File: src/hw/baud_pkg.sv
// Purpose: shared constants and types for the serial line baud clock block
// Assumes: pclk at 200 MHz; APB register window of 8 address bits
// Notes: times are kept in their own unit, cycle counts derive from them
package baud_pkg;

  localparam int CLK_PERIOD_PS = 5000;

  function automatic int cyc_up(input int ns);
    int c;
    c = (ns * 1000 + CLK_PERIOD_PS - 1) / CLK_PERIOD_PS;
    return (c < 1) ? 1 : c;
  endfunction

  function automatic int cyc_down(input int ns);
    int c;
    c = (ns * 1000) / CLK_PERIOD_PS;
    return (c < 1) ? 1 : c;
  endfunction

  // oscillator and strobe timing
  localparam int PULSE_NS = 10000;
  localparam int PERIOD_MIN_NS = 22000;
  localparam int PERIOD_MAX_NS = 44000;
  localparam int PERIOD_RESET_NS = 26000;
  localparam int GAP_NS = 25;
  localparam int STROBE_NS = 1200;
  localparam int PULSE_CYC = cyc_up(PULSE_NS);
  localparam int PERIOD_MIN_CYC = cyc_up(PERIOD_MIN_NS);
  localparam int PERIOD_MAX_CYC = cyc_down(PERIOD_MAX_NS);
  localparam int PERIOD_RESET_CYC = cyc_up(PERIOD_RESET_NS);
  localparam int GAP_CYC = cyc_down(GAP_NS);
  localparam int STROBE_CYC = cyc_up(STROBE_NS);

  // bit clock is sixteen times the baud rate
  localparam int START_DIV = 16;
  localparam int START_W = 4;
  localparam int DIV_STAGES = 4;

  // register offsets
  localparam logic [7:0] CTRL_OFS = 8'h00;
  localparam logic [7:0] PERIOD_OFS = 8'h04;
  localparam logic [7:0] STATUS_OFS = 8'h08;
  localparam logic [7:0] IRQ_STAT_OFS = 8'h0C;
  localparam logic [7:0] IRQ_MASK_OFS = 8'h10;

  // field positions
  localparam int CTRL_SEL_LSB = 0;
  localparam int CTRL_TXIE_BIT = 3;
  localparam int CTRL_RXIE_BIT = 4;
  localparam int ST_TXE_BIT = 0;
  localparam int ST_RXR_BIT = 1;
  localparam int ST_TXI_BIT = 2;
  localparam int ST_RXI_BIT = 3;
  localparam int ST_DIV_LSB = 4;
  localparam int ST_RUN_BIT = 8;
  localparam int ST_BCLK_BIT = 9;
  localparam int IRQ_TX_BIT = 0;
  localparam int IRQ_RX_BIT = 1;

  // selector positions and reset values
  localparam logic [2:0] SEL_MIN = 3'h1;
  localparam logic [2:0] SEL_MAX = 3'h5;
  localparam logic [2:0] SEL_RESET = 3'h1;

  typedef enum logic [1:0] {OSC_IDLE, OSC_GAP, OSC_RUN} osc_state_type;

endpackage

File: src/hw/pulse_timer.sv
// Purpose: non-retriggerable one-shot counting pclk cycles
// Assumes: trigger is a one-cycle request; clear wins over everything
// Notes: active and active_n are both flops so either can feed a port
`timescale 1ns/1ps
`default_nettype none
module pulse_timer #(
  parameter int WIDTH_CYC = 2000
) (
  // clock and reset
  input wire logic pclk,
  input wire logic presetn,
  // control
  input wire logic clear,
  input wire logic trigger,
  // pulse
  output logic active,
  output logic active_n
);
  localparam int CW = $clog2(WIDTH_CYC + 1);
  localparam logic [CW-1:0] LAST = CW'(WIDTH_CYC - 1);

  if (WIDTH_CYC < 1) begin : g_bad
    $error("pulse_timer width must be at least one cycle");
  end

  typedef struct packed {
    logic active;
    logic active_n;
    logic [CW-1:0] cnt;
  } timer_type;

  timer_type s;
  timer_type next_s;

  always_comb begin
    next_s = s;
    if (s.active) begin
      if (s.cnt == LAST) begin
        next_s.active = 1'b0;
        next_s.active_n = 1'b1;
      end else begin
        next_s.cnt = s.cnt + 1'b1;
      end
    end else if (trigger) begin
      next_s.active = 1'b1;
      next_s.active_n = 1'b0;
      next_s.cnt = '0;
    end
    if (clear) begin
      next_s.active = 1'b0;
      next_s.active_n = 1'b1;
      next_s.cnt = '0;
    end
  end

  always_ff @(posedge pclk or negedge presetn) begin
    if (!presetn) begin
      s <= '{active: 1'b0, active_n: 1'b1, cnt: '0};
    end else begin
      s <= next_s;
    end
  end

  assign active = s.active;
  assign active_n = s.active_n;
endmodule
`default_nettype wire

File: src/hw/ripple_divider.sv
// Purpose: binary divider stepped on each falling edge of the base tick
// Assumes: tick is a level synchronous to pclk
// Notes: no preset; clear forces every stage to zero
`timescale 1ns/1ps
`default_nettype none
module ripple_divider #(
  parameter int STAGES = 4
) (
  // clock and reset
  input wire logic pclk,
  input wire logic presetn,
  // control
  input wire logic clear,
  input wire logic tick,
  // divided outputs, bit k is tick / 2**(k+1)
  output logic [STAGES-1:0] q
);
  if (STAGES < 1) begin : g_bad
    $error("ripple_divider needs at least one stage");
  end

  typedef struct packed {
    logic tick_d;
    logic [STAGES-1:0] q;
  } div_type;

  div_type s;
  div_type next_s;

  always_comb begin
    next_s = s;
    next_s.tick_d = tick;
    if (clear) begin
      next_s.q = '0;
    end else if (s.tick_d && !tick) begin
      next_s.q = s.q + 1'b1;
    end
  end

  always_ff @(posedge pclk or negedge presetn) begin
    if (!presetn) begin
      s <= '{tick_d: 1'b0, q: '0};
    end else begin
      s <= next_s;
    end
  end

  assign q = s.q;
endmodule
`default_nettype wire

File: src/hw/serial_line_baud_clock.sv
// Purpose: baud clock generation and ready-flag handling for a serial line
// Assumes: all inputs synchronous to pclk; APB slave, one wait state
// Notes: period register replaces the analog trim of the base oscillator
// Behaviour
// - oscillator stopped while init_n low, starts on release, then free-runs
// - every oscillator period begins with a fixed 10 us high tick
// - oscillator period adjustable between about 22 and 44 us
// - after a period times out, a 25 ns gap precedes the next tick
// - period timing starts on the trigger edge; tick starts with period
// - four-stage divider on the base tick gives divide by 2, 4, 8, 16
// - divider cannot be preset and clears while init_n is low
// - selector position 1 gives base tick, 2 to 5 divide by 2 to 16
// - bit clock runs at sixteen times baud; sixteen intervals per bit
// - with local_clock_disable_n low the inverted external clock is used
// - bit clock also drives a counter producing the start tick
// - 26 us period gives 2400 to 150 baud, 35.5 us gives 1760 to 110
// - ready flags clear in the same event that clears their irq flags
// - receive read strobe stretched to one low pulse of about 1.2 us
//
// Local design decisions: the register offsets and the APB slave port.
`timescale 1ns/1ps
`default_nettype none
module serial_line_baud_clock
  import baud_pkg::*;
#(
  parameter int PERIOD_W = 14,
  parameter int PERIOD_MIN_CYC_P = PERIOD_MIN_CYC,
  parameter int PERIOD_MAX_CYC_P = PERIOD_MAX_CYC,
  parameter int PERIOD_RESET_CYC_P = PERIOD_RESET_CYC
) (
  // clock and reset
  input wire logic pclk,
  input wire logic presetn,
  // apb slave
  input wire logic psel,
  input wire logic penable,
  input wire logic pwrite,
  input wire logic [7:0] paddr,
  input wire logic [31:0] pwdata,
  output logic [31:0] prdata,
  output logic pready,
  output logic pslverr,
  // line control
  input wire logic init_n,
  input wire logic local_clock_disable_n,
  input wire logic external_clock_in_n,
  // receiver/transmitter core events
  input wire logic tx_empty_event,
  input wire logic rx_word_event,
  input wire logic tx_buffer_load,
  input wire logic rx_buffer_read,
  // clocks and flags
  output logic base_osc_tick,
  output logic uart_bit_clock,
  output logic start_tick,
  output logic tx_holding_empty,
  output logic rx_word_ready,
  output logic tx_irq_flag,
  output logic rx_irq_flag,
  output logic rx_read_strobe_n,
  output logic irq
);
  localparam logic [PERIOD_W-1:0] GAP_LAST = PERIOD_W'(GAP_CYC - 1);
  localparam logic [PERIOD_W-1:0] PMIN = PERIOD_W'(PERIOD_MIN_CYC_P);
  localparam logic [PERIOD_W-1:0] PMAX = PERIOD_W'(PERIOD_MAX_CYC_P);
  localparam logic [START_W-1:0] START_LAST = START_W'(START_DIV - 1);

  if (PERIOD_MAX_CYC_P >= (1 << PERIOD_W) || PERIOD_MIN_CYC_P <= PULSE_CYC ||
      PERIOD_RESET_CYC_P < PERIOD_MIN_CYC_P || PERIOD_RESET_CYC_P > PERIOD_MAX_CYC_P ||
      (1 << START_W) != START_DIV) begin : g_bad
    $error("serial_line_baud_clock period parameters out of range");
  end

  typedef struct packed {
    osc_state_type osc_state;
    logic [PERIOD_W-1:0] osc_cnt;
    logic [PERIOD_W-1:0] period;
    logic [2:0] sel;
    logic tx_ie;
    logic rx_ie;
    logic [1:0] irq_stat;
    logic [1:0] irq_mask;
    logic irq;
    logic tx_empty;
    logic rx_ready;
    logic tx_irq;
    logic rx_irq;
    logic bit_clk;
    logic [START_W-1:0] start_cnt;
    logic start_tick;
    logic pready;
    logic pslverr;
    logic [31:0] prdata;
  } state_type;

  localparam state_type RESET_STATE = '{
    osc_state: OSC_IDLE,
    period: PERIOD_W'(PERIOD_RESET_CYC_P),
    sel: SEL_RESET,
    default: '0
  };

  state_type s;
  state_type next_s;
  logic osc_fire;
  logic sel_clk;
  logic setup;
  logic access;
  logic [DIV_STAGES-1:0] div;
  logic [31:0] status_word;
  logic [1:0] w1c;

  // base tick pulse and stretched receive read strobe
  pulse_timer #(.WIDTH_CYC(PULSE_CYC)) u_tick (
    .pclk(pclk),
    .presetn(presetn),
    .clear(!init_n),
    .trigger(osc_fire),
    .active(base_osc_tick),
    .active_n()
  );

  pulse_timer #(.WIDTH_CYC(STROBE_CYC)) u_strobe (
    .pclk(pclk),
    .presetn(presetn),
    .clear(1'b0),
    .trigger(rx_buffer_read),
    .active(),
    .active_n(rx_read_strobe_n)
  );

  ripple_divider #(.STAGES(DIV_STAGES)) u_div (
    .pclk(pclk),
    .presetn(presetn),
    .clear(!init_n),
    .tick(base_osc_tick),
    .q(div)
  );

  always_comb begin
    next_s = s;
    setup = psel && penable && !s.pready;
    access = psel && penable && s.pready;
    osc_fire = init_n && s.osc_state == OSC_GAP && s.osc_cnt == GAP_LAST;
    w1c = '0;

    // base oscillator as a counter on pclk
    case (s.osc_state)
      OSC_IDLE: begin
        next_s.osc_cnt = '0;
        if (init_n) begin
          next_s.osc_state = OSC_GAP;
        end
      end
      OSC_GAP: begin
        if (s.osc_cnt == GAP_LAST) begin
          next_s.osc_state = OSC_RUN;
          next_s.osc_cnt = '0;
        end else begin
          next_s.osc_cnt = s.osc_cnt + 1'b1;
        end
      end
      OSC_RUN: begin
        if (s.osc_cnt >= s.period - 1'b1) begin
          next_s.osc_state = OSC_GAP;
          next_s.osc_cnt = '0;
        end else begin
          next_s.osc_cnt = s.osc_cnt + 1'b1;
        end
      end
      default: begin
        next_s.osc_state = OSC_IDLE;
      end
    endcase
    if (!init_n) begin
      next_s.osc_state = OSC_IDLE;
      next_s.osc_cnt = '0;
    end

    // five-position selector
    case (s.sel)
      3'h1: sel_clk = base_osc_tick;
      3'h2: sel_clk = div[0];
      3'h3: sel_clk = div[1];
      3'h4: sel_clk = div[2];
      3'h5: sel_clk = div[3];
      default: sel_clk = base_osc_tick;
    endcase
    next_s.bit_clk = local_clock_disable_n ? sel_clk : !external_clock_in_n;

    // start timing counter, one tick per sixteen bit clock rises
    next_s.start_tick = 1'b0;
    if (!init_n) begin
      next_s.start_cnt = '0;
    end else if (next_s.bit_clk && !s.bit_clk) begin
      next_s.start_cnt = s.start_cnt + 1'b1;
      next_s.start_tick = (s.start_cnt == START_LAST);
    end

    // ready flags share their clear event with the irq flags
    next_s.tx_empty = tx_empty_event || (s.tx_empty && !tx_buffer_load);
    next_s.tx_irq = (tx_empty_event && s.tx_ie) || (s.tx_irq && !tx_buffer_load);
    next_s.rx_ready = rx_word_event || (s.rx_ready && !rx_buffer_read);
    next_s.rx_irq = (rx_word_event && s.rx_ie) || (s.rx_irq && !rx_buffer_read);

    status_word = '0;
    status_word[ST_TXE_BIT] = s.tx_empty;
    status_word[ST_RXR_BIT] = s.rx_ready;
    status_word[ST_TXI_BIT] = s.tx_irq;
    status_word[ST_RXI_BIT] = s.rx_irq;
    status_word[ST_DIV_LSB +: DIV_STAGES] = div;
    status_word[ST_RUN_BIT] = (s.osc_state != OSC_IDLE);
    status_word[ST_BCLK_BIT] = s.bit_clk;

    // apb: answer one cycle into the access phase
    next_s.pready = setup;
    next_s.pslverr = 1'b0;
    if (setup) begin
      next_s.prdata = '0;
      if (paddr == CTRL_OFS) begin
        next_s.prdata[CTRL_SEL_LSB +: 3] = s.sel;
        next_s.prdata[CTRL_TXIE_BIT] = s.tx_ie;
        next_s.prdata[CTRL_RXIE_BIT] = s.rx_ie;
      end else if (paddr == PERIOD_OFS) begin
        next_s.prdata[PERIOD_W-1:0] = s.period;
      end else if (paddr == STATUS_OFS) begin
        next_s.prdata = status_word;
      end else if (paddr == IRQ_STAT_OFS) begin
        next_s.prdata[1:0] = s.irq_stat;
      end else if (paddr == IRQ_MASK_OFS) begin
        next_s.prdata[1:0] = s.irq_mask;
      end else begin
        next_s.pslverr = 1'b1;
      end
    end
    if (access && pwrite) begin
      if (paddr == CTRL_OFS) begin
        if (pwdata[CTRL_SEL_LSB +: 3] >= SEL_MIN && pwdata[CTRL_SEL_LSB +: 3] <= SEL_MAX) begin
          next_s.sel = pwdata[CTRL_SEL_LSB +: 3];
        end
        next_s.tx_ie = pwdata[CTRL_TXIE_BIT];
        next_s.rx_ie = pwdata[CTRL_RXIE_BIT];
      end else if (paddr == PERIOD_OFS) begin
        if (pwdata < 32'(PERIOD_MIN_CYC_P)) begin
          next_s.period = PMIN;
        end else if (pwdata > 32'(PERIOD_MAX_CYC_P)) begin
          next_s.period = PMAX;
        end else begin
          next_s.period = pwdata[PERIOD_W-1:0];
        end
      end else if (paddr == IRQ_STAT_OFS) begin
        w1c = pwdata[1:0];
      end else if (paddr == IRQ_MASK_OFS) begin
        next_s.irq_mask = pwdata[1:0];
      end
    end

    // sticky events, a new event wins over a clear in the same cycle
    next_s.irq_stat = s.irq_stat & ~w1c;
    next_s.irq_stat[IRQ_TX_BIT] = next_s.irq_stat[IRQ_TX_BIT] | tx_empty_event;
    next_s.irq_stat[IRQ_RX_BIT] = next_s.irq_stat[IRQ_RX_BIT] | rx_word_event;
    next_s.irq = |(next_s.irq_stat & next_s.irq_mask);
  end

  always_ff @(posedge pclk or negedge presetn) begin
    if (!presetn) begin
      s <= RESET_STATE;
    end else begin
      s <= next_s;
    end
  end

  assign prdata = s.prdata;
  assign pready = s.pready;
  assign pslverr = s.pslverr;
  assign uart_bit_clock = s.bit_clk;
  assign start_tick = s.start_tick;
  assign tx_holding_empty = s.tx_empty;
  assign rx_word_ready = s.rx_ready;
  assign tx_irq_flag = s.tx_irq;
  assign rx_irq_flag = s.rx_irq;
  assign irq = s.irq;

  // helper counters for pulse-length checks
  logic [15:0] hi_len;
  logic [15:0] lo_len;

  always_ff @(posedge pclk or negedge presetn) begin
    if (!presetn) begin
      hi_len <= '0;
      lo_len <= '0;
    end else begin
      hi_len <= base_osc_tick ? hi_len + 16'h0001 : 16'h0000;
      lo_len <= !rx_read_strobe_n ? lo_len + 16'h0001 : 16'h0000;
    end
  end
endmodule
`default_nettype wire

File: config.mk
export PLATFORM = sky130hd
export DESIGN_NAME = serial_line_baud_clock
export DESIGN_NICKNAME = d
export VERILOG_FILES = /design/src/hw/baud_pkg.sv /design/src/hw/pulse_timer.sv /design/src/hw/ripple_divider.sv /design/src/hw/serial_line_baud_clock.sv
export SDC_FILE = /design/constraint.sdc
export NUM_CORES = 1
export LEC_CHECK = 0
export BUFFER_PORTS_ARGS = -buffer_cell sky130_fd_sc_hd__clkbuf_2
export CAP_MARGIN = 20
export CORE_MARGIN = 1
export CORE_UTILIZATION = 30
export DETAILED_ROUTE_END_ITERATION = 12
export PLACE_DENSITY = 0.57
export SYNTH_ARGS = -nofsm -noshare
export SYNTH_HDL_FRONTEND = slang
export SYNTH_SLANG_ARGS = --single-unit
File: constraint.sdc
create_clock -name pclk -period 3 [get_ports pclk]
set_input_delay 0.3 -clock pclk [delete_from_list [all_inputs] [get_ports pclk]]
set_output_delay 0.3 -clock pclk [all_outputs]
set_load 0.01 [all_outputs]
======== Word level (Yosys, flattened, before mapping) ========
Index checks and enable logic that the tools add are counted.
operators by class
  add/sub/neg operators ................... 6
  multiply operators ...................... 0
  div/mod/pow operators ................... 0
  order comparisons ....................... 5
  eq/ne operators ......................... 23
  shifts and indexed selects .............. 0
  muxes and demuxes ....................... 46
  bitwise gates (word level) .............. 6
  reduce and logical (&&, ||, !) cells .... 37
operator list
  cell                                                          count
  two-way mux 14 bit                                            5
  one-hot mux 14 bit (3 select lines)                           1
  two-way mux 13 bit                                            3
  two-way mux 33 bit                                            1
  > comparator 32 x 14 -> 1 bit, second input constant          1
  less-than comparator 32 x 13 -> 1 bit, second input constant  1
  two-way mux 2 bit                                             16
  two-way mux 28 bit                                            1
  two-way mux 10 bit                                            2
  two-way mux 19 bit                                            1
  == test 8 x 4 -> 1 bit, second input constant                 2
  two-way mux 16 bit                                            1
  two-way mux 8 bit                                             2
  logical AND 1 bit                                             15
  adder 14 x 1 -> 14 bit, second input constant                 1
  == test 14 x 3 -> 1 bit, second input constant                1
  greater-or-equal comparator 14 bit                            1
  subtractor 14 x 1 -> 14 bit, second input constant            1
  two-way mux 4 bit                                             3
  adder 11 x 1 -> 11 bit, second input constant                 1
  == test 11 bit, second input constant                         1
  two-way mux 11 bit                                            1
  two-way mux 5 bit                                             2
  AND reduction 2 bit                                           5
  other kinds (32)                                              54
storage, ports and cells
  flip-flop bits (word level) ............. 111
  bits in latches ......................... 0
  RAM bits ................................ 0
  ROM bits ................................ 0
  input bits .............................. 52
  output and inout bits ................... 43
  word-level logic and storage cells ...... 149
  memories kept ........................... 0

======== Depth between registers and ports, before layout ========
Gate-level depths: netlist of the first run.
  depth after elaboration ................. 10
  mapped depth ............................ 13

======== Modules after synthesis ========
From an unflattened synthesis of the first run, not the netlist that was laid out.
unflattened totals
  cells, all modules ...................... 602
  area, all modules ....................... 5675.4 sq um
modules (own cells, without submodules)
  module                  instances  cells each  area an instance (sq um)  seq. area each (sq um)
  serial_line_baud_clock  1          448         4144.0                    1657.8
  pulse_timer (u_tick)    1          82          728.2                     326.6
  pulse_timer (u_strobe)  1          50          554.3                     251.5
  ripple_divider          1          22          249.0                     125.1

======== Worst setup path before layout of the first run ========
Ideal clock, no wire load.
  path type ............................... reg2reg
  start point ............................. register s[56] in the netlist's numbering
  end point ............................... register s[70] in the netlist's numbering
  setup time .............................. 0.067 ns
  arrival ................................. 2.687 ns
  data required time ...................... 2.933 ns
  path slack .............................. 0.246 ns
  cell stages (with the launch flop) ...... 13
  path buffers ............................ 1
  cell sequence ........................... dfrtp_1 > or3_1 > nor2_1 > nand4_1 > nor2_1 > xnor2_1 > ha_1 > a211oi_1 > o221ai_1 > a21oi_1 > clkbuf_1 > o221ai_1 > nand2_1
on the way
  longest elaborated chain between the ends .. 5
ends and longest elaborated chain
  item                                 RTL line                       source
  from (decl)                          serial_line_baud_clock.sv:103  state_type s;
  from (signal assigned)               serial_line_baud_clock.sv:269  s <= next_s;
  subtractor 14 x 1 -> 14 bit          serial_line_baud_clock.sv:164  if (s.osc_cnt >= s.period - 1'b1) begin
  greater-or-equal comparator 14 bit   serial_line_baud_clock.sv:164
  two-way mux 14 bit                   serial_line_baud_clock.sv:164
  one-hot mux 14 bit (3 select lines)  serial_line_baud_clock.sv:148  case (s.osc_state)
  two-way mux 16 bit                   serial_line_baud_clock.sv:175  if (!init_n) begin
Every way passes these cells.
A chain may end at the register's enable or synchronous reset.

======== Worst setup path in the final report of the first run ========
  start point ............................. register s[56] in the netlist's numbering
  end point ............................... register s[83] in the netlist's numbering
on the way
  longest elaborated chain between the ends .. 4
ends and longest elaborated chain
  item                                RTL line
  subtractor 14 x 1 -> 14 bit         serial_line_baud_clock.sv:164
  greater-or-equal comparator 14 bit  serial_line_baud_clock.sv:164
  inequality test 3 bit (no line)     -
  AND reduction 2 bit (no line)       -
Every way passes these cells.

==> run_results.csv, run 1 <==
group,metric,value,unit
place,dpl-instance-area,5960,µm²
routing,violation_count_after_the_first_detailed_route_iteration,274,
sta,final.period_utilization,92.1,%
critical_path,critical_path.endpoint_type,"register",
logic_synthesis,syn_area_per_cell,9.20,µm²
logic_synthesis,synth.largest_area_cell,"sky130_fd_sc_hd__dfrtp_1",
cells_and_area,finalInstanceArea,6280,µm²
critical_path,timing.critical_path.buf_inv,1,
global_routing,grt_antenna_before_repair,0,
min_path,hp-class,"input port to asynchronous set/reset pin",
place,placement.io_buffers,76,
sta,tightestPinTransition,0.716,ns
critical_path,path_delay_family,"simple AND/OR/NAND/NOR gates",
die,rows,48,
clocking,clkSinkCount,93,
critical_path,reg2reg_to,"s[83]$_DFFE_PN0P_",
sta,max_slew_margin,52.3,%
clocking,post-cts-setup-buffer-count,0,
run,drv.max_cap_violation_count,0,
global_routing,use_met2,21.6,%
place,hpwl,9560,µm
global_routing,grt_most_used_layer,"met2",
global_routing,grt_use_total,14.6,%
clocking,cts_root_buffer,"sky130_fd_sc_hd__clkbuf_16",
logic_synthesis,synth_area_leaders,"sky130_fd_sc_hd__dfrtp_1 (40%), sky130_fd_sc_hd__ha_1 (5.7%), sky130_fd_sc_hd__nand2_1 (5.2%), sky130_fd_sc_hd__buf_4 (4.4%), sky130_fd_sc_hd__dfstp_2 (2.9%)",
logic_synthesis,postSynth.topFlopCell,"sky130_fd_sc_hd__dfrtp_1",
critical_path,cp-endpoint,"s[83]$_DFFE_PN0P_",
global_routing,grt_remaining_overflow,0,
critical_path,cp.arrival,3.04,ns
cells_and_area,flow.area_growth_from_synthesis,15.3,%
place,routabilityCongestion,0.788,
critical_path,startpoint_type,"register",
die,floorplan.io_pins,95,
power_and_ir_drop,leakagePower,0.00306,µW
critical_path,setup.worst_path.class,"register to register",
routing,post-route-drc-count,0,
sta,setup_slack,0.236,ns
routing,drtPass1Iterations,5,
logic_synthesis,synth.most_common_cell,"sky130_fd_sc_hd__dfrtp_1",
critical_path,slowest_stage,"sky130_fd_sc_hd__or3_1",
clocking,clock_latency,0.36,ns
critical_path,crit_start,"s[56]$_DFFE_PN0P_",
status,result_of_the_run,"completed",
clocking,cts_buffers,9,
global_routing,grt_pass1_vias,4035,
critical_path,crit-reg2reg-launch,"s[56]$_DFFE_PN0P_",
critical_path,critical-path-max-stage-delay,0.40,ns
routing,drt-wirelength-per-cell,14.8,µm
logic_synthesis,number_of_flip_flops_and_latches_in_the_synthesized_netlist,93,
power_and_ir_drop,power-per-cell-area,496,nW/µm²
routing,post_detailed_route_via_to_cell_ratio,5.04,
clocking,clock_path_buffers,2,
die,initial_standard_cell_utilization_of_the_core,31.1,%
sta,timing.clock.skew,0.00782,ns
power_and_ir_drop,irDropWorstVdd,0.358,mV
sta,final_count_of_hold_timing_violations,0,
critical_path,regToRegSetupSlack,0.24,ns
critical_path,cp_data_required_time,3.27,ns
global_routing,grtUsageMet1,21.0,%
critical_path,path_cells,"or3_1 -> nor3_1 -> nor3b_2 -> xnor2_1 -> ha_1 -> a21oi_1 -> o21a_1 -> o221ai_1 -> a21oi_1 -> buf_4 -> nor2_2 -> mux2i_1",
clocking,cts_tree,"yes",
sta,post-route-min-period,2.76,ns
cells_and_area,finalNetCount,732,
logic_synthesis,share_of_async_settable_or_async_resettable_flops_after_synthesis,100,%
clocking,ctsHoldBuffers,0,
sta,max_freq,362,MHz
logic_synthesis,synth-edff-count,0,
cells_and_area,drive_gt1_share,18.3,%
global_routing,grt_max_degree,56,
logic_synthesis,synth_commonest_cells,"sky130_fd_sc_hd__dfrtp_1 (87), sky130_fd_sc_hd__nand2_1 (75), sky130_fd_sc_hd__nor2_1 (40)",
logic_synthesis,synth_sequential_area_ratio,42.9,%
critical_path,worst_r2r_path_depth,12,
logic_synthesis,area_of_the_mapped_netlist,5450,µm²
logic_synthesis,postSynthCellCount,592,
global_routing,use_met3,3.44,%
critical_path,critical_path_depth,12,
logic_synthesis,synth_warnings,0,
clocking,cts_repair_resize_count,0,
critical_path,crit_path_frequent_cell,"sky130_fd_sc_hd__a21oi_1",
die,fp.dieH,137,µm
critical_path,cp_max_fo,12,
clocking,clk_pin_slew_worst_paths,0.07,ns
routing,postRouteAntennaNets,0,
power_and_ir_drop,power,3120,µW
clocking,h-tree-depth,3,
sta,final-max-slew-violation-count,0,
die,area_of_the_placeable_core,17500,µm²
logic_synthesis,synth_top_area_share,40.0,%
sta,setup_viol_count_final,0,
die,die_w,137,µm
routing,route.vias.total,4458,
routing,wirelength,13100,µm
logic_synthesis,synthDistinctLibCells,52,
global_routing,first_pass_grt_wire_length,21000,µm
die,floorplan.die_area,18700,µm²
place,dp_slack,0.131,ns
cells_and_area,n_antenna_cell,0,
==> layout make-up <==
cell class / count / area (µm²)
sequential: 93 / 2330
tap: 225 / 282
fill: 1825 / 11300
multi-input combinational: 449 / 2840
clock buffer: 11 / 233
inverter: 17 / 63.8
clock inverter: 5 / 61.3
timing repair buffer: 85 / 463
==> state kept, by name, indices dropped and copies added, names as in the netlist, 4 cells and up <==
register,cells
s,43
u_div.q,4
u_strobe.s,8
u_tick.s,11
prdata,14
==> through the flow <==
| step | instances | setup TNS (ns) | hold slack [ns] | util [%] |
|---|---|---|---|---|
| floorplan | 609 | 0 | 0.00441 | - |
| global placement | 869 | 0 | 0.406 | 34.0 |
| detailed placement | 869 | 0 | 0.412 | 34.0 |
| CTS | 885 | 0 | 0.0262 | 35.6 |
| global route | 885 | -0.00216 | 0.0596 | 35.8 |
| finish | 885 | 0 | 0.00706 | 35.8 |
==> worst min path at each step <==
stage,start,to,slack (ns)
final,presetn,prdata[3]$_DFFE_PN0P_,0.007
after global routing,presetn,tx_holding_empty$_DFF_PN0_,0.06
after CTS,presetn,s[62]$_DFFE_PN0P_,0.03
after detailed placement,presetn,prdata[3]$_DFFE_PN0P_,0.41
after global placement,presetn,prdata[3]$_DFFE_PN0P_,0.41
after floorplan,presetn,irq$_DFF_PN0_,0.004
==> placed cells by master, fill, tap and decap left out, types with 16 or more instances in the layout <==
| master | Yosys | final |
|---|---|---|
| sky130_fd_sc_hd__a21oi_1 | 24 | 24 |
| sky130_fd_sc_hd__a22o_1 | 17 | 17 |
| sky130_fd_sc_hd__and2_1 | 17 | 17 |
| sky130_fd_sc_hd__clkbuf_2 | 0 | 75 |
| sky130_fd_sc_hd__conb_1 | 1 | 18 |
| sky130_fd_sc_hd__dfrtp_1 | 87 | 87 |
| sky130_fd_sc_hd__ha_1 | 25 | 25 |
| sky130_fd_sc_hd__inv_1 | 16 | 16 |
| sky130_fd_sc_hd__nand2_1 | 75 | 75 |
| sky130_fd_sc_hd__nand3_1 | 23 | 23 |
| sky130_fd_sc_hd__nor2_1 | 40 | 38 |
| sky130_fd_sc_hd__nor2b_1 | 17 | 17 |
| sky130_fd_sc_hd__o21ai_0 | 23 | 23 |
| sky130_fd_sc_hd__o21ai_1 | 18 | 17 |
==> metal layers <==
| layer | vias up | routed length (µm) |
|---|---|---|
| li1 | 2192 | - |
| met1 | 2134 | 6460 |
| met2 | 122 | 5740 |
| met3 | 10 | 694 |
| met4 | 0 | 169 |
| met5 | - | 0 |
==> where the power goes <==
group	internal, µW	leakage (µW)	switching, µW
Clock	650	0.000132	506
Sequential	1330	0.00123	87.1
Combinational	219	0.00170	320
Total	2200	0.00306	914
==> kinds of logic after synthesis <==
family,after synthesis,share of synthesized area (%)
buf+inv,67,6.87
simple gates,244,23.0
other cells,1,0.0689
fa+ha+maj,25,5.74
mux,11,2.11
compound gates,126,15.3
flops,93,42.9
xor+xnor,25,4.02
Note: power is estimated with default switching activity, not from simulation.
==> run 2: changes to the inputs <==
HOLD_SLACK_MARGIN = 0.12   (was unset)
TNS_END_PERCENT = 100   (was unset)
==> run 2 against run 1 <==
Net effect:
- first-iteration DRC count is 1.5% higher
- hold slack better by 0.15 ns
- global-route usage stayed put
- clock skew hardly changed
- fmax is 0.15% higher
- clock power hardly changed
- clock-buffer cell count stayed put
- highest routed layer unchanged
- critical endpoint unchanged
==> run_results.csv, run 2 (synthesis gave the netlist of run 1 again) <==
group,metric,value,unit
min_path,hp-class,"input port to register",
die,fp.dieH,137,µm
cells_and_area,final_cell_mix,"sky130_fd_sc_hd__dfrtp_1 (87), sky130_fd_sc_hd__nand2_1 (75), sky130_fd_sc_hd__clkbuf_2 (75)",
place,dpl-instance-area,5960,µm²
die,rows,48,
die,floorplan.io_pins,95,
cells_and_area,max_flop_register,"s",
sta,final_count_of_hold_timing_violations,0,
critical_path,worst_r2r_path_depth,12,
place,placement.io_buffers,76,
status,result_of_the_run,"completed",
clocking,cts_buffers,9,
critical_path,cp.arrival,3.03,ns
global_routing,grt_remaining_overflow,0,
sta,final-max-slew-violation-count,0,
routing,post_detailed_route_via_to_cell_ratio,5.03,
critical_path,cp_data_required_time,3.27,ns
routing,route.vias.total,4460,
global_routing,grt_max_degree,56,
clocking,cts_tree,"yes",
power_and_ir_drop,leakagePower,0.00306,µW
critical_path,startpoint_type,"register",
cells_and_area,finish.utilization,35.9,%
routing,post-route-drc-count,0,
cells_and_area,finalInstanceArea,6290,µm²
run,drv.max_cap_violation_count,0,
global_routing,grt_pass1_vias,4035,
critical_path,critical-path-max-stage-delay,0.40,ns
clocking,clkSinkCount,93,
critical_path,setup.worst_path.class,"register to register",
power_and_ir_drop,irDropWorstVdd,0.357,mV
cells_and_area,n_antenna_cell,0,
place,routabilityCongestion,0.788,
cells_and_area,finalNetCount,733,
routing,wirelength,13100,µm
sta,timing.clock.skew,0.00818,ns
min_path,worst_hold_path.endpoint,"u_strobe.s[7]$_DFFE_PN0P_",
cells_and_area,final_common_cell,"sky130_fd_sc_hd__dfrtp_1",
die,die_w,137,µm
min_path,min_from,"rx_buffer_read",
routing,violation_count_after_the_first_detailed_route_iteration,278,
routing,postRouteAntennaNets,0,
cells_and_area,flow.area_growth_from_synthesis,15.5,%
critical_path,cp_max_fo,12,
critical_path,slowest_stage,"sky130_fd_sc_hd__or3_1",
min_path,hold_depth,2,
die,floorplan.die_area,18700,µm²
critical_path,path_cells,"or3_1 -> nor3_1 -> nor3b_2 -> xnor2_1 -> ha_1 -> a21oi_1 -> o21a_1 -> o221ai_1 -> a21oi_1 -> buf_4 -> nor2_2 -> mux2i_1",
critical_path,crit_path_frequent_cell,"sky130_fd_sc_hd__a21oi_1",
global_routing,first_pass_grt_wire_length,21000,µm
clocking,post-cts-setup-buffer-count,0,
global_routing,grt_use_total,14.6,%
sta,final.period_utilization,92.0,%
power_and_ir_drop,power,3120,µW
sta,tightestPinTransition,0.717,ns
sta,setup_viol_count_final,0,
critical_path,timing.critical_path.buf_inv,1,
critical_path,regToRegSetupSlack,0.24,ns
critical_path,reg2reg_to,"s[83]$_DFFE_PN0P_",
power_and_ir_drop,power-per-cell-area,496,nW/µm²
sta,post-route-min-period,2.76,ns
cells_and_area,drive_gt1_share,18.3,%
sta,timing.hold.ws,0.159,ns
die,area_of_the_placeable_core,17500,µm²
sta,max_slew_margin,52.2,%
critical_path,path_delay_family,"simple AND/OR/NAND/NOR gates",
clocking,clock_path_buffers,2,
sta,max_freq,362,MHz
critical_path,critical_path.endpoint_type,"register",
global_routing,grt_antenna_before_repair,0,
place,hpwl,9560,µm
routing,drtPass1Iterations,5,
clocking,cts_root_buffer,"sky130_fd_sc_hd__clkbuf_16",
clocking,clk_pin_slew_worst_paths,0.07,ns
die,initial_standard_cell_utilization_of_the_core,31.1,%
clocking,h-tree-depth,3,
routing,drt-wirelength-per-cell,14.8,µm
critical_path,crit-reg2reg-launch,"s[56]$_DFFE_PN0P_",
cells_and_area,flip_flop_count_of_the_largest_register_all_copies_and_words_added,43,
clocking,clock_latency,0.36,ns
[run 2: cell count changes in the layout (fill, tap and decap cells not counted)]
cell / delta
sky130_fd_sc_hd__dlygate4sd3_1: +1
[run 2: report_power, final]
part           internal, µW  leakage (µW)  switching (µW)
combinational           220       0.00170             321
clock                   650      0.000132             505
sequential             1330       0.00123            87.8
total                  2200       0.00306             913
[run 2: final cells by class]
type                            instances  area (µm²)
Timing Repair Buffer                   86         473
Clock inverter                          5        61.3
Sequential cell                        93        2330
Multi-Input combinational cell        449        2840
Tap cell                              225         282
Clock buffer                           11         233
Inverter                               17        63.8
Fill cell                            1824       11200
[run 2: how the worst max path moves through the flow]
stage,from,end,depth (start not counted)
final,s[56]$_DFFE_PN0P_,s[83]$_DFFE_PN0P_,12
after global routing,s[56]$_DFFE_PN0P_,s[83]$_DFFE_PN0P_,12
after CTS,s[56]$_DFFE_PN0P_,s[83]$_DFFE_PN0P_,12
after detailed placement,s[56]$_DFFE_PN0P_,s[83]$_DFFE_PN0P_,12
after global placement,s[56]$_DFFE_PN0P_,s[77]$_DFFE_PN0P_,12
after floorplan,s[56]$_DFFE_PN0P_,s[70]$_DFFE_PN0P_,12
[run 2: per-stage QoR]
| stage | std cells | setup slack [ns] | TNS, ns |
|---|---|---|---|
| finish | 886 | 0.240 | 0 |
| global route | 886 | -0.00216 | -0.00216 |
| CTS | 886 | 0.108 | 0 |
| detailed placement | 869 | 0.131 | 0 |
| global placement | 869 | 0.203 | 0 |
| floorplan | 609 | 0.246 | 0 |
[run 2: routing by layer]
metal / share of wire [%] / GRT usage [%] / wire, µm
met4: 1.4 / 4.20 / 178
met5: 0 / 0 / 0
met3: 5.0 / 3.44 / 658
met2: 44 / 21.6 / 5730
met1: 50 / 21.0 / 6540
[run 2: timing repair]
action	4_1_cts	5_1_grt
hold buffers	1	0
gates resized for setup	0	7
endpoints found under the setup margin	0	14
endpoints found under the hold margin	49	0
[run 2: worst reg2reg max path, cell delays in order, from the launching register on]
cell                       delay, ns
sky130_fd_sc_hd__dfrtp_1        0.38
sky130_fd_sc_hd__or3_1          0.40
sky130_fd_sc_hd__nor3_1         0.24
sky130_fd_sc_hd__nor3b_2        0.25
sky130_fd_sc_hd__xnor2_1        0.09
sky130_fd_sc_hd__ha_1           0.29
sky130_fd_sc_hd__a21oi_1        0.06
sky130_fd_sc_hd__o21a_1         0.17
sky130_fd_sc_hd__o221ai_1       0.18
sky130_fd_sc_hd__a21oi_1        0.07
sky130_fd_sc_hd__buf_4          0.20
sky130_fd_sc_hd__nor2_2         0.15
sky130_fd_sc_hd__mux2i_1        0.21
